**src/dbab_top.sv**
```systemverilog
// debug bus bridge: constants package and top with slave and master ends
// Summary of operation
// upstream abort: ready high next cycle
// enable marks second and later cycles
// master drives write high, read low
// downstream write mirrors upstream direction
// 32-bit address and data forwarded unchanged
// downstream ready ends the transfer
// downstream error flags failed transfer
// downstream read word returned upstream
// upstream ready high when transfer completes
// upstream error reflects downstream error
// select asserted when downstream transfer starts
// upstream abort propagated as downstream abort
// write data held for whole transfer
// clock-activity high unless idle
// low-power pins only with the option
// built as slave and master ends
// ends joined by req, ack, data, abort
// upstream select addresses this bridge
// crossings synchronised, data held until handshake
`timescale 1ns/1ns
`default_nettype none

package dbab_pkg;
    localparam int ADDR_W = 32;
    localparam int DATA_W = 32;
    localparam int FWD_W  = ADDR_W + DATA_W + 1;
    localparam int REV_W  = DATA_W + 1;
    localparam int FWD_WRITE_BIT = FWD_W - 1;
    localparam logic [DATA_W-1:0] RDATA_RST = 32'h0000_0000;
    typedef enum logic [1:0] {S_IDLE, S_WAIT, S_ABORT} dbab_sstate_e;
    typedef enum logic [1:0] {M_IDLE, M_SETUP, M_ACCESS, M_ACK} dbab_mstate_e;
endpackage // dbab_pkg

module dbab_top #(
    parameter bit LOW_POWER_HANDSHAKE_OPTION = 1'b1
) (
    // clock and reset
    input  wire logic                        core_clk_i,
    input  wire logic                        rst_b_i,
    // upstream port
    input  wire logic                        up_sel_i,
    input  wire logic                        up_enable_i,
    input  wire logic                        up_write_i,
    input  wire logic                        up_abort_i,
    input  wire logic [dbab_pkg::ADDR_W-1:0] up_addr_i,
    input  wire logic [dbab_pkg::DATA_W-1:0] up_wdata_i,
    output logic                             up_ready_o,
    output logic                             up_slverr_o,
    output logic      [dbab_pkg::DATA_W-1:0] up_rdata_o,
    // downstream port
    input  wire logic                        dn_ready_i,
    input  wire logic                        dn_slverr_i,
    input  wire logic [dbab_pkg::DATA_W-1:0] dn_rdata_i,
    output logic                             dn_sel_o,
    output logic                             dn_enable_o,
    output logic                             dn_write_o,
    output logic                             dn_abort_o,
    output logic      [dbab_pkg::ADDR_W-1:0] dn_addr_o,
    output logic      [dbab_pkg::DATA_W-1:0] dn_wdata_o,
    // low-power clock handshake
    input  wire logic                        csysreq_i,
    output logic                             csysack_o,
    output logic                             cactive_o
);

    // =========================================================
    // crossing signals between the two ends and the synced low-power request
    // =========================================================
    logic                       req_async_reg;
    logic                       ack_async_reg;
    logic                       abort_req_async_reg;
    logic [dbab_pkg::FWD_W-1:0] fwd_data_async;
    logic [dbab_pkg::REV_W-1:0] rev_data_async_reg;
    logic                       req_sync;
    logic                       ack_sync;
    logic                       abort_sync;
    logic                       lp_req_sync;
    logic                       lp_release_sync;

    dbab_sync #(.WIDTH(1)) u_req_sync (
        .core_clk_i (core_clk_i),
        .rst_b_i    (rst_b_i),
        .d_i        (req_async_reg),
        .q_o        (req_sync)
    );

    dbab_sync #(.WIDTH(1)) u_ack_sync (
        .core_clk_i (core_clk_i),
        .rst_b_i    (rst_b_i),
        .d_i        (ack_async_reg),
        .q_o        (ack_sync)
    );

    dbab_sync #(.WIDTH(1)) u_abort_sync (
        .core_clk_i (core_clk_i),
        .rst_b_i    (rst_b_i),
        .d_i        (abort_req_async_reg),
        .q_o        (abort_sync)
    );

    dbab_sync #(.WIDTH(1)) u_lp_sync (
        .core_clk_i (core_clk_i),
        .rst_b_i    (rst_b_i),
        .d_i        (!csysreq_i),
        .q_o        (lp_release_sync)
    );

    // synced as its inverse so that reset reads as clock wanted
    assign lp_req_sync = !lp_release_sync;

    // =========================================================
    // slave end: upstream port and request buffer
    // =========================================================
    dbab_pkg::dbab_sstate_e     s_state_reg;
    logic                       buf_in_ready;
    logic                       buf_out_valid;
    logic                       buf_pop;
    logic                       s_push;
    logic                       s_done;
    logic [dbab_pkg::FWD_W-1:0] buf_in_data;

    assign buf_in_data = {up_write_i, up_addr_i, up_wdata_i};
    // taken only while idle and not in a ready cycle; a full buffer stalls it
    assign s_push = (s_state_reg == dbab_pkg::S_IDLE) && up_sel_i && !up_abort_i
                    && !up_ready_o && buf_in_ready;
    assign s_done  = req_async_reg && ack_sync;
    assign buf_pop = s_done;

    dbab_buf #(.WIDTH(dbab_pkg::FWD_W)) u_fwd_buf (
        .core_clk_i  (core_clk_i),
        .rst_b_i     (rst_b_i),
        .in_valid_i  (s_push),
        .in_ready_o  (buf_in_ready),
        .in_data_i   (buf_in_data),
        .out_valid_o (buf_out_valid),
        .out_ready_i (buf_pop),
        .out_data_o  (fwd_data_async)
    );

    // four-phase request toward the master end
    always_ff @(posedge core_clk_i or negedge rst_b_i)
    begin
        if (!rst_b_i)
        begin
            req_async_reg <= 1'b0;
        end
        else if (s_done)
        begin
            req_async_reg <= 1'b0;
        end
        else if (buf_out_valid && !ack_sync)
        begin
            req_async_reg <= 1'b1;
        end
    end

    always_ff @(posedge core_clk_i or negedge rst_b_i)
    begin
        if (!rst_b_i)
        begin
            s_state_reg <= dbab_pkg::S_IDLE;
        end
        else
        begin
            case (s_state_reg)
                dbab_pkg::S_IDLE:
                begin
                    if (s_push)
                    begin
                        s_state_reg <= dbab_pkg::S_WAIT;
                    end
                end
                dbab_pkg::S_WAIT:
                begin
                    if (up_abort_i)
                    begin
                        s_state_reg <= s_done ? dbab_pkg::S_IDLE : dbab_pkg::S_ABORT;
                    end
                    else if (s_done)
                    begin
                        s_state_reg <= dbab_pkg::S_IDLE;
                    end
                end
                dbab_pkg::S_ABORT:
                begin
                    if (s_done)
                    begin
                        s_state_reg <= dbab_pkg::S_IDLE;
                    end
                end
                default:
                begin
                    s_state_reg <= dbab_pkg::S_IDLE;
                end
            endcase
        end
    end

    // abort request stays up until the aborted transfer has drained
    always_ff @(posedge core_clk_i or negedge rst_b_i)
    begin
        if (!rst_b_i)
        begin
            abort_req_async_reg <= 1'b0;
        end
        else if (s_state_reg == dbab_pkg::S_WAIT && up_abort_i && !s_done)
        begin
            abort_req_async_reg <= 1'b1;
        end
        else if (s_state_reg == dbab_pkg::S_ABORT && s_done)
        begin
            abort_req_async_reg <= 1'b0;
        end
    end

    // upstream response
    always_ff @(posedge core_clk_i or negedge rst_b_i)
    begin
        if (!rst_b_i)
        begin
            up_ready_o  <= 1'b0;
            up_slverr_o <= 1'b0;
            up_rdata_o  <= dbab_pkg::RDATA_RST;
        end
        else
        begin
            up_ready_o  <= up_abort_i
                           || (s_state_reg == dbab_pkg::S_WAIT && s_done);
            up_slverr_o <= !up_abort_i && s_state_reg == dbab_pkg::S_WAIT && s_done
                           && rev_data_async_reg[dbab_pkg::DATA_W];
            if (s_state_reg == dbab_pkg::S_WAIT && s_done)
            begin
                up_rdata_o <= rev_data_async_reg[dbab_pkg::DATA_W-1:0];
            end
        end
    end

    // =========================================================
    // master end: downstream port
    // =========================================================
    dbab_pkg::dbab_mstate_e m_state_reg;
    logic                   m_abort_now;

    assign m_abort_now = abort_sync && (m_state_reg == dbab_pkg::M_SETUP
                         || m_state_reg == dbab_pkg::M_ACCESS);

    always_ff @(posedge core_clk_i or negedge rst_b_i)
    begin
        if (!rst_b_i)
        begin
            m_state_reg   <= dbab_pkg::M_IDLE;
            ack_async_reg <= 1'b0;
        end
        else
        begin
            case (m_state_reg)
                dbab_pkg::M_IDLE:
                begin
                    if (req_sync)
                    begin
                        m_state_reg <= dbab_pkg::M_SETUP;
                    end
                end
                dbab_pkg::M_SETUP:
                begin
                    m_state_reg <= m_abort_now ? dbab_pkg::M_ACK : dbab_pkg::M_ACCESS;
                    ack_async_reg <= m_abort_now;
                end
                dbab_pkg::M_ACCESS:
                begin
                    if (m_abort_now || dn_ready_i)
                    begin
                        m_state_reg   <= dbab_pkg::M_ACK;
                        ack_async_reg <= 1'b1;
                    end
                end
                dbab_pkg::M_ACK:
                begin
                    if (!req_sync)
                    begin
                        m_state_reg   <= dbab_pkg::M_IDLE;
                        ack_async_reg <= 1'b0;
                    end
                end
                default:
                begin
                    m_state_reg   <= dbab_pkg::M_IDLE;
                    ack_async_reg <= 1'b0;
                end
            endcase
        end
    end

    // downstream control and captured request
    always_ff @(posedge core_clk_i or negedge rst_b_i)
    begin
        if (!rst_b_i)
        begin
            dn_sel_o    <= 1'b0;
            dn_enable_o <= 1'b0;
            dn_abort_o  <= 1'b0;
            dn_write_o  <= 1'b0;
            dn_addr_o   <= '0;
            dn_wdata_o  <= '0;
        end
        else
        begin
            dn_abort_o <= m_abort_now;
            if (m_state_reg == dbab_pkg::M_IDLE && req_sync)
            begin
                dn_sel_o   <= 1'b1;
                dn_write_o <= fwd_data_async[dbab_pkg::FWD_WRITE_BIT];
                dn_addr_o  <= fwd_data_async[dbab_pkg::FWD_W-2 -: dbab_pkg::ADDR_W];
                dn_wdata_o <= fwd_data_async[dbab_pkg::DATA_W-1:0];
            end
            else if (m_abort_now || (m_state_reg == dbab_pkg::M_ACCESS && dn_ready_i))
            begin
                dn_sel_o    <= 1'b0;
                dn_enable_o <= 1'b0;
            end
            else if (m_state_reg == dbab_pkg::M_SETUP)
            begin
                dn_enable_o <= 1'b1;
            end
        end
    end

    // response held stable while acknowledge is up
    always_ff @(posedge core_clk_i or negedge rst_b_i)
    begin
        if (!rst_b_i)
        begin
            rev_data_async_reg <= '0;
        end
        else if (m_state_reg == dbab_pkg::M_ACCESS && !m_abort_now && dn_ready_i)
        begin
            rev_data_async_reg <= {dn_slverr_i, dn_rdata_i};
        end
    end

    // =========================================================
    // low-power clock handshake
    // =========================================================
    logic busy;
    logic csysack_reg;

    assign busy = (s_state_reg != dbab_pkg::S_IDLE) || buf_out_valid || req_async_reg
                  || ack_async_reg || (m_state_reg != dbab_pkg::M_IDLE) || up_sel_i;

    // powerdown granted only while idle
    always_ff @(posedge core_clk_i or negedge rst_b_i)
    begin
        if (!rst_b_i)
        begin
            csysack_reg <= 1'b1;
        end
        else if (lp_req_sync || !busy)
        begin
            csysack_reg <= lp_req_sync;
        end
    end

    assign csysack_o = LOW_POWER_HANDSHAKE_OPTION ? csysack_reg : 1'b0;
    assign cactive_o = LOW_POWER_HANDSHAKE_OPTION ? busy : 1'b1;
endmodule // dbab_top

`default_nettype wire

```
**src/dbab_buf.sv**
```systemverilog
// two-entry request buffer with valid and ready on both sides
`timescale 1ns/1ns
`default_nettype none

module dbab_buf #(
    parameter int WIDTH = 65
) (
    // clock and reset
    input  wire logic             core_clk_i,
    input  wire logic             rst_b_i,
    // filling side
    input  wire logic             in_valid_i,
    output logic                  in_ready_o,
    input  wire logic [WIDTH-1:0] in_data_i,
    // draining side
    output logic                  out_valid_o,
    input  wire logic             out_ready_i,
    output logic      [WIDTH-1:0] out_data_o
);

    logic [WIDTH-1:0] mem_reg [2];
    logic             wr_ptr_reg;
    logic             rd_ptr_reg;
    logic [1:0]       count_reg;
    logic             push;
    logic             pop;

    assign in_ready_o  = (count_reg != 2'h2);
    assign out_valid_o = (count_reg != 2'h0);
    assign out_data_o  = mem_reg[rd_ptr_reg];
    assign push        = in_valid_i && in_ready_o;
    assign pop         = out_valid_o && out_ready_i;

    always_ff @(posedge core_clk_i)
    begin
        if (push)
        begin
            mem_reg[wr_ptr_reg] <= in_data_i;
        end
    end

    always_ff @(posedge core_clk_i or negedge rst_b_i)
    begin
        if (!rst_b_i)
        begin
            wr_ptr_reg <= 1'b0;
            rd_ptr_reg <= 1'b0;
            count_reg  <= 2'h0;
        end
        else
        begin
            if (push)
            begin
                wr_ptr_reg <= ~wr_ptr_reg;
            end
            if (pop)
            begin
                rd_ptr_reg <= ~rd_ptr_reg;
            end
            if (push && !pop)
            begin
                count_reg <= count_reg + 2'h1;
            end
            else if (pop && !push)
            begin
                count_reg <= count_reg - 2'h1;
            end
        end
    end

endmodule // dbab_buf

`default_nettype wire

```
**src/dbab_sync.sv**
```systemverilog
// two flip-flop level synchroniser
`timescale 1ns/1ns
`default_nettype none

module dbab_sync #(
    parameter int WIDTH = 1
) (
    // clock and reset
    input  wire logic             core_clk_i,
    input  wire logic             rst_b_i,
    // level in and out
    input  wire logic [WIDTH-1:0] d_i,
    output logic      [WIDTH-1:0] q_o
);

    logic [WIDTH-1:0] meta_reg;
    logic [WIDTH-1:0] q_reg;

    // first stage read only by the second
    always_ff @(posedge core_clk_i or negedge rst_b_i)
    begin
        if (!rst_b_i)
        begin
            meta_reg <= '0;
            q_reg    <= '0;
        end
        else
        begin
            meta_reg <= d_i;
            q_reg    <= meta_reg;
        end
    end

    assign q_o = q_reg;

endmodule // dbab_sync

`default_nettype wire

```
**config.mk**
```make
export PLATFORM = sky130hd
export DESIGN_NAME = dbab_top
export DESIGN_NICKNAME = d
export VERILOG_FILES = /design/src/dbab_top.sv /design/src/dbab_buf.sv /design/src/dbab_sync.sv
export SDC_FILE = /design/constraint.sdc
export NUM_CORES = 1
export LEC_CHECK = 0
export ABC_AREA = 0
export BUFFER_PORTS_ARGS = -buffer_cell sky130_fd_sc_hd__buf_2
export CAP_MARGIN = 20
export CELL_PAD_IN_SITES_DETAIL_PLACEMENT = 1
export CELL_PAD_IN_SITES_GLOBAL_PLACEMENT = 1
export CORE_ASPECT_RATIO = 1.25
export CORE_MARGIN = 4
export CORE_UTILIZATION = 40
export DETAILED_ROUTE_END_ITERATION = 16
export PLACE_DENSITY_LB_ADDON = 0.1
export SETUP_SLACK_MARGIN = 0.5
export SLEW_MARGIN = 10
export SYNTH_ARGS = -nofsm -noshare
export SYNTH_HDL_FRONTEND = slang
export SYNTH_HIERARCHICAL = 1
export SYNTH_SLANG_ARGS = --single-unit
```
**constraint.sdc**
```tcl
create_clock -name core_clk_i -period 4.6 [get_ports core_clk_i]
set_input_delay 0.92 -clock core_clk_i [delete_from_list [all_inputs] [get_ports core_clk_i]]
set_output_delay 0.92 -clock core_clk_i [all_outputs]
set_load 0.01 [all_outputs]
```
==> key figures <==
Status
  – Outcome: finished clean

Timing
  – Fin crit share: 0.612
  – Min Tclk post-route: 2810 ps
  – Slew Limit Fails: 0
  – Sum Neg Setup Slack: 0 ps
  – Hold Fails Final Rpt: 0
  – Slew HR: 0.313
  – Fmax: 0.355 GHz
  – Final Setup Violations: 0
  – Worst-margin pin slew: 1030 ps
  – Worst Skew: 10.1 ps
  – Unrepaired setup endpoints after global routing: no

Drt
  – Drt wl/cell: 19.0 microns
  – First-pass DRT Iterations: 4
  – Via count: 5,577
  – Drt drc: 0
  – Vias per Instance: 4.81
  – Post-DRT Antenna Nets: 0
  – Detailed Route Iter0 Violations: 185
  – WL final: 22.1 mm

Global routing
  – First-pass GRT wire length: 35.2 mm
  – Total GRT Usage: 0.147
  – Initial antenna violation count: 6
  – Vias in the first global route: 6,524
  – GRT overflow: 0
  – Largest net degree at the start of global routing: 98

Worst setup path
  – Path depth of the worst reg2reg path: 6
  – Critical Path Max Stage Delay: 400 ps
  – FF-to-FF Start: u_fwd_buf/count_reg[0]
  – CP Class: register to output pin
  – Worst path slowest cell: dfrtp_1
  – Worst EP arrival: 1890 ps
  – CP bufs+invs: 2
  – Reg-to-Reg End: u_fwd_buf/mem_reg[0][25]
  – Cell Chain, Critical Path: inv_1, ha_1, nor3b_1, nand3_1, buf_2
  – Crit path max-delay family: flip-flops
  – CP Data Required Time: 3680 ps
  – CP Launch Type: register
  – Setup slack, reg-to-reg: 2130 ps
  – CP Max Fanout: 6
  – Setup crit end kind: output pin

Die
  – Core Region: 26,800 sq um
  – Io pins: 209
  – Site Rows: 67
  – Die ar.: 30,000 sq um
  – Initial Utilization: 0.407
  – Die Height: 193 microns
  – Die width: 156 microns

Yosys
  – Post-synthesis net count: 680
  – Most frequent cell after synthesis: dfrtp_1
  – Synth cell count leaders: dfrtp_1, edfxtp_1, mux2_2, mux2_4, buf_6
  – Cell Area, Synth: 10,900 sq um
  – EDFF count, synth: 130
  – Share of the synthesized area in the top cell type: 0.358
  – Async set-or-reset flop fraction in the synthesized netlist: 0.544
  – Post-synth cell types: 38
  – Ys Warns: 6
  – Syn avg cell area: 19.2 sq um
  – Post-synthesis register bit count: 285
  – Main flop type after synthesis: dfrtp_1
  – Sequential share of the synthesized area: 0.713
  – Synth area leaders: edfxtp_1, dfrtp_1, mux2_2, mux2_4, buf_6
  – Post-synth top area cell: edfxtp_1
  – Cell count after synthesis: 569

CTS
  – Register clock-pin slew on the reported worst setup and hold paths: 60 ps
  – CTS tree: built
  – Clk_lat worst skew: 540 ps
  – Root Buffer: clkbuf_16
  – Hold_buf cts: 0
  – CTS HTree Levels: 1
  – Clock sink count: 285
  – CTS max path bufs: 3
  – # resized after CTS: 0
  – TritonCTS Buffers: 31
  – Post-CTS setup buffer count: 0

Power and ir drop
  – Pwr/cell area: 655 nW/um^2
  – Lkg Pwr: 5.80 nW
  – Max VDD drop: 0.419 mV

Worst hold path
  – Hold_sp: u_abort_sync/meta_reg
  – Hold crit path type: register to register
  – Worst hold endpoint: u_abort_sync/q_o
  – Worst hold stages: 0

Layout
  – Final nets: 901
  – Fin area: 13,200 sq um
  – Max reg flops: 130
  – P&R area growth vs syn: 20.8%
  – Share of cells above drive strength 1: 0.571
  – # fillers: 2,627

Placed design
  – DP Wirelength: 14.0 mm
  – Placed inst area: 12,200 sq um
  – PortBufs: 207
  – GP Congestion: 0.706

Flow run
  – Max-Cap Viols: 0
[cells in the final DEF, fill, tap and decap left out, types with 3 or more instances in the layout]
cell type,Yosys,final
buf_2,7,206
dfrtp_1,154,153
edfxtp_1,130,130
mux2_2,124,124
mux2_4,72,72
clkbuf_16,0,31
nand2_1,9,8
clkinv_2,0,7
nor2_1,7,6
a21oi_1,6,6
ha_1,6,6
clkinv_1,0,6
inv_1,5,5
mux2i_1,3,3
o21ai_0,3,3
clkbuf_1,1,3
clkbuf_8,0,3
inv_4,0,3
clkinvlp_4,0,3
xnor2_1,3,3
[cell type report]
cell class,instances,area [sq um],area share
sequential,285,7790,0.591
multi-input combinational,255,2900,0.220
timing repair buffer,211,1100,0.0833
clock buffer,37,828,0.0629
tap,345,432,0.0328
clock inverter,20,108,0.00817
inverter,6,22.5,0.00171
antenna,1,2.50,0.000190
[worst register-to-register path: cells and delay by family (launching register included)]
family | cells | cell delay, ps
and+or+nand+nor | 5 | 880
buffers and inverters | 1 | 730
DFF | 1 | 410
[metal layers]
layer  up-vias  global-route usage  wire, microns
met4        10              0.0347            396
met1      2838               0.165           8190
met3        42              0.0498           1770
li1       2527                   -              -
met2       160               0.270          11600
met5         -                   0             70
[logic make-up after synthesis]
group	count (synthesis)	synth area share
AND/OR/NAND/NOR	32	0.0164
buffers and inverters	29	0.0228
flip-flops	285	0.713
multiplexers	199	0.230
adder cells (fa/ha/maj)	6	0.00688
XOR/XNOR	5	0.00401
AO/OA/AOI/OAI	13	0.00665
[how the worst max path moves through the flow]
stage              startpoint                        to  slack (ps)  cells past startpoint
2_1_floorplan        up_sel_i   u_fwd_buf/mem_reg[0][0]        1110                      4
6_report       m_state_reg[0]                 cactive_o        1790                      5
4_1_cts        m_state_reg[0]                 cactive_o        1690                      5
3_3_place_gp       up_abort_i  u_fwd_buf/mem_reg[0][20]        1660                      5
5_1_grt        m_state_reg[0]                 cactive_o        1590                      5
3_5_place_dp       up_abort_i  u_fwd_buf/mem_reg[0][11]        1630                      5
[stage by stage]
stage	cells	worst slack [ps]	power, mW	hold WS, ps	utilization
floorplan	569	1110	5.60	331	-
global placement	1101	1660	6.36	335	0.455
detailed placement	1101	1630	6.50	337	0.455
CTS	1158	1690	8.82	349	0.490
global route	1160	1590	9.18	352	0.491
finish	1160	1790	8.63	346	0.491
[power breakdown]
part / leakage (nW) / switching, mW / internal (mW)
Sequential: 3.04 / 0.493 / 3.41
Clock: 0.462 / 0.968 / 1.28
Combinational: 2.30 / 1.06 / 1.42
Total: 5.80 / 2.52 / 6.11
No activity file was read; power rests on OpenSTA's default activity.
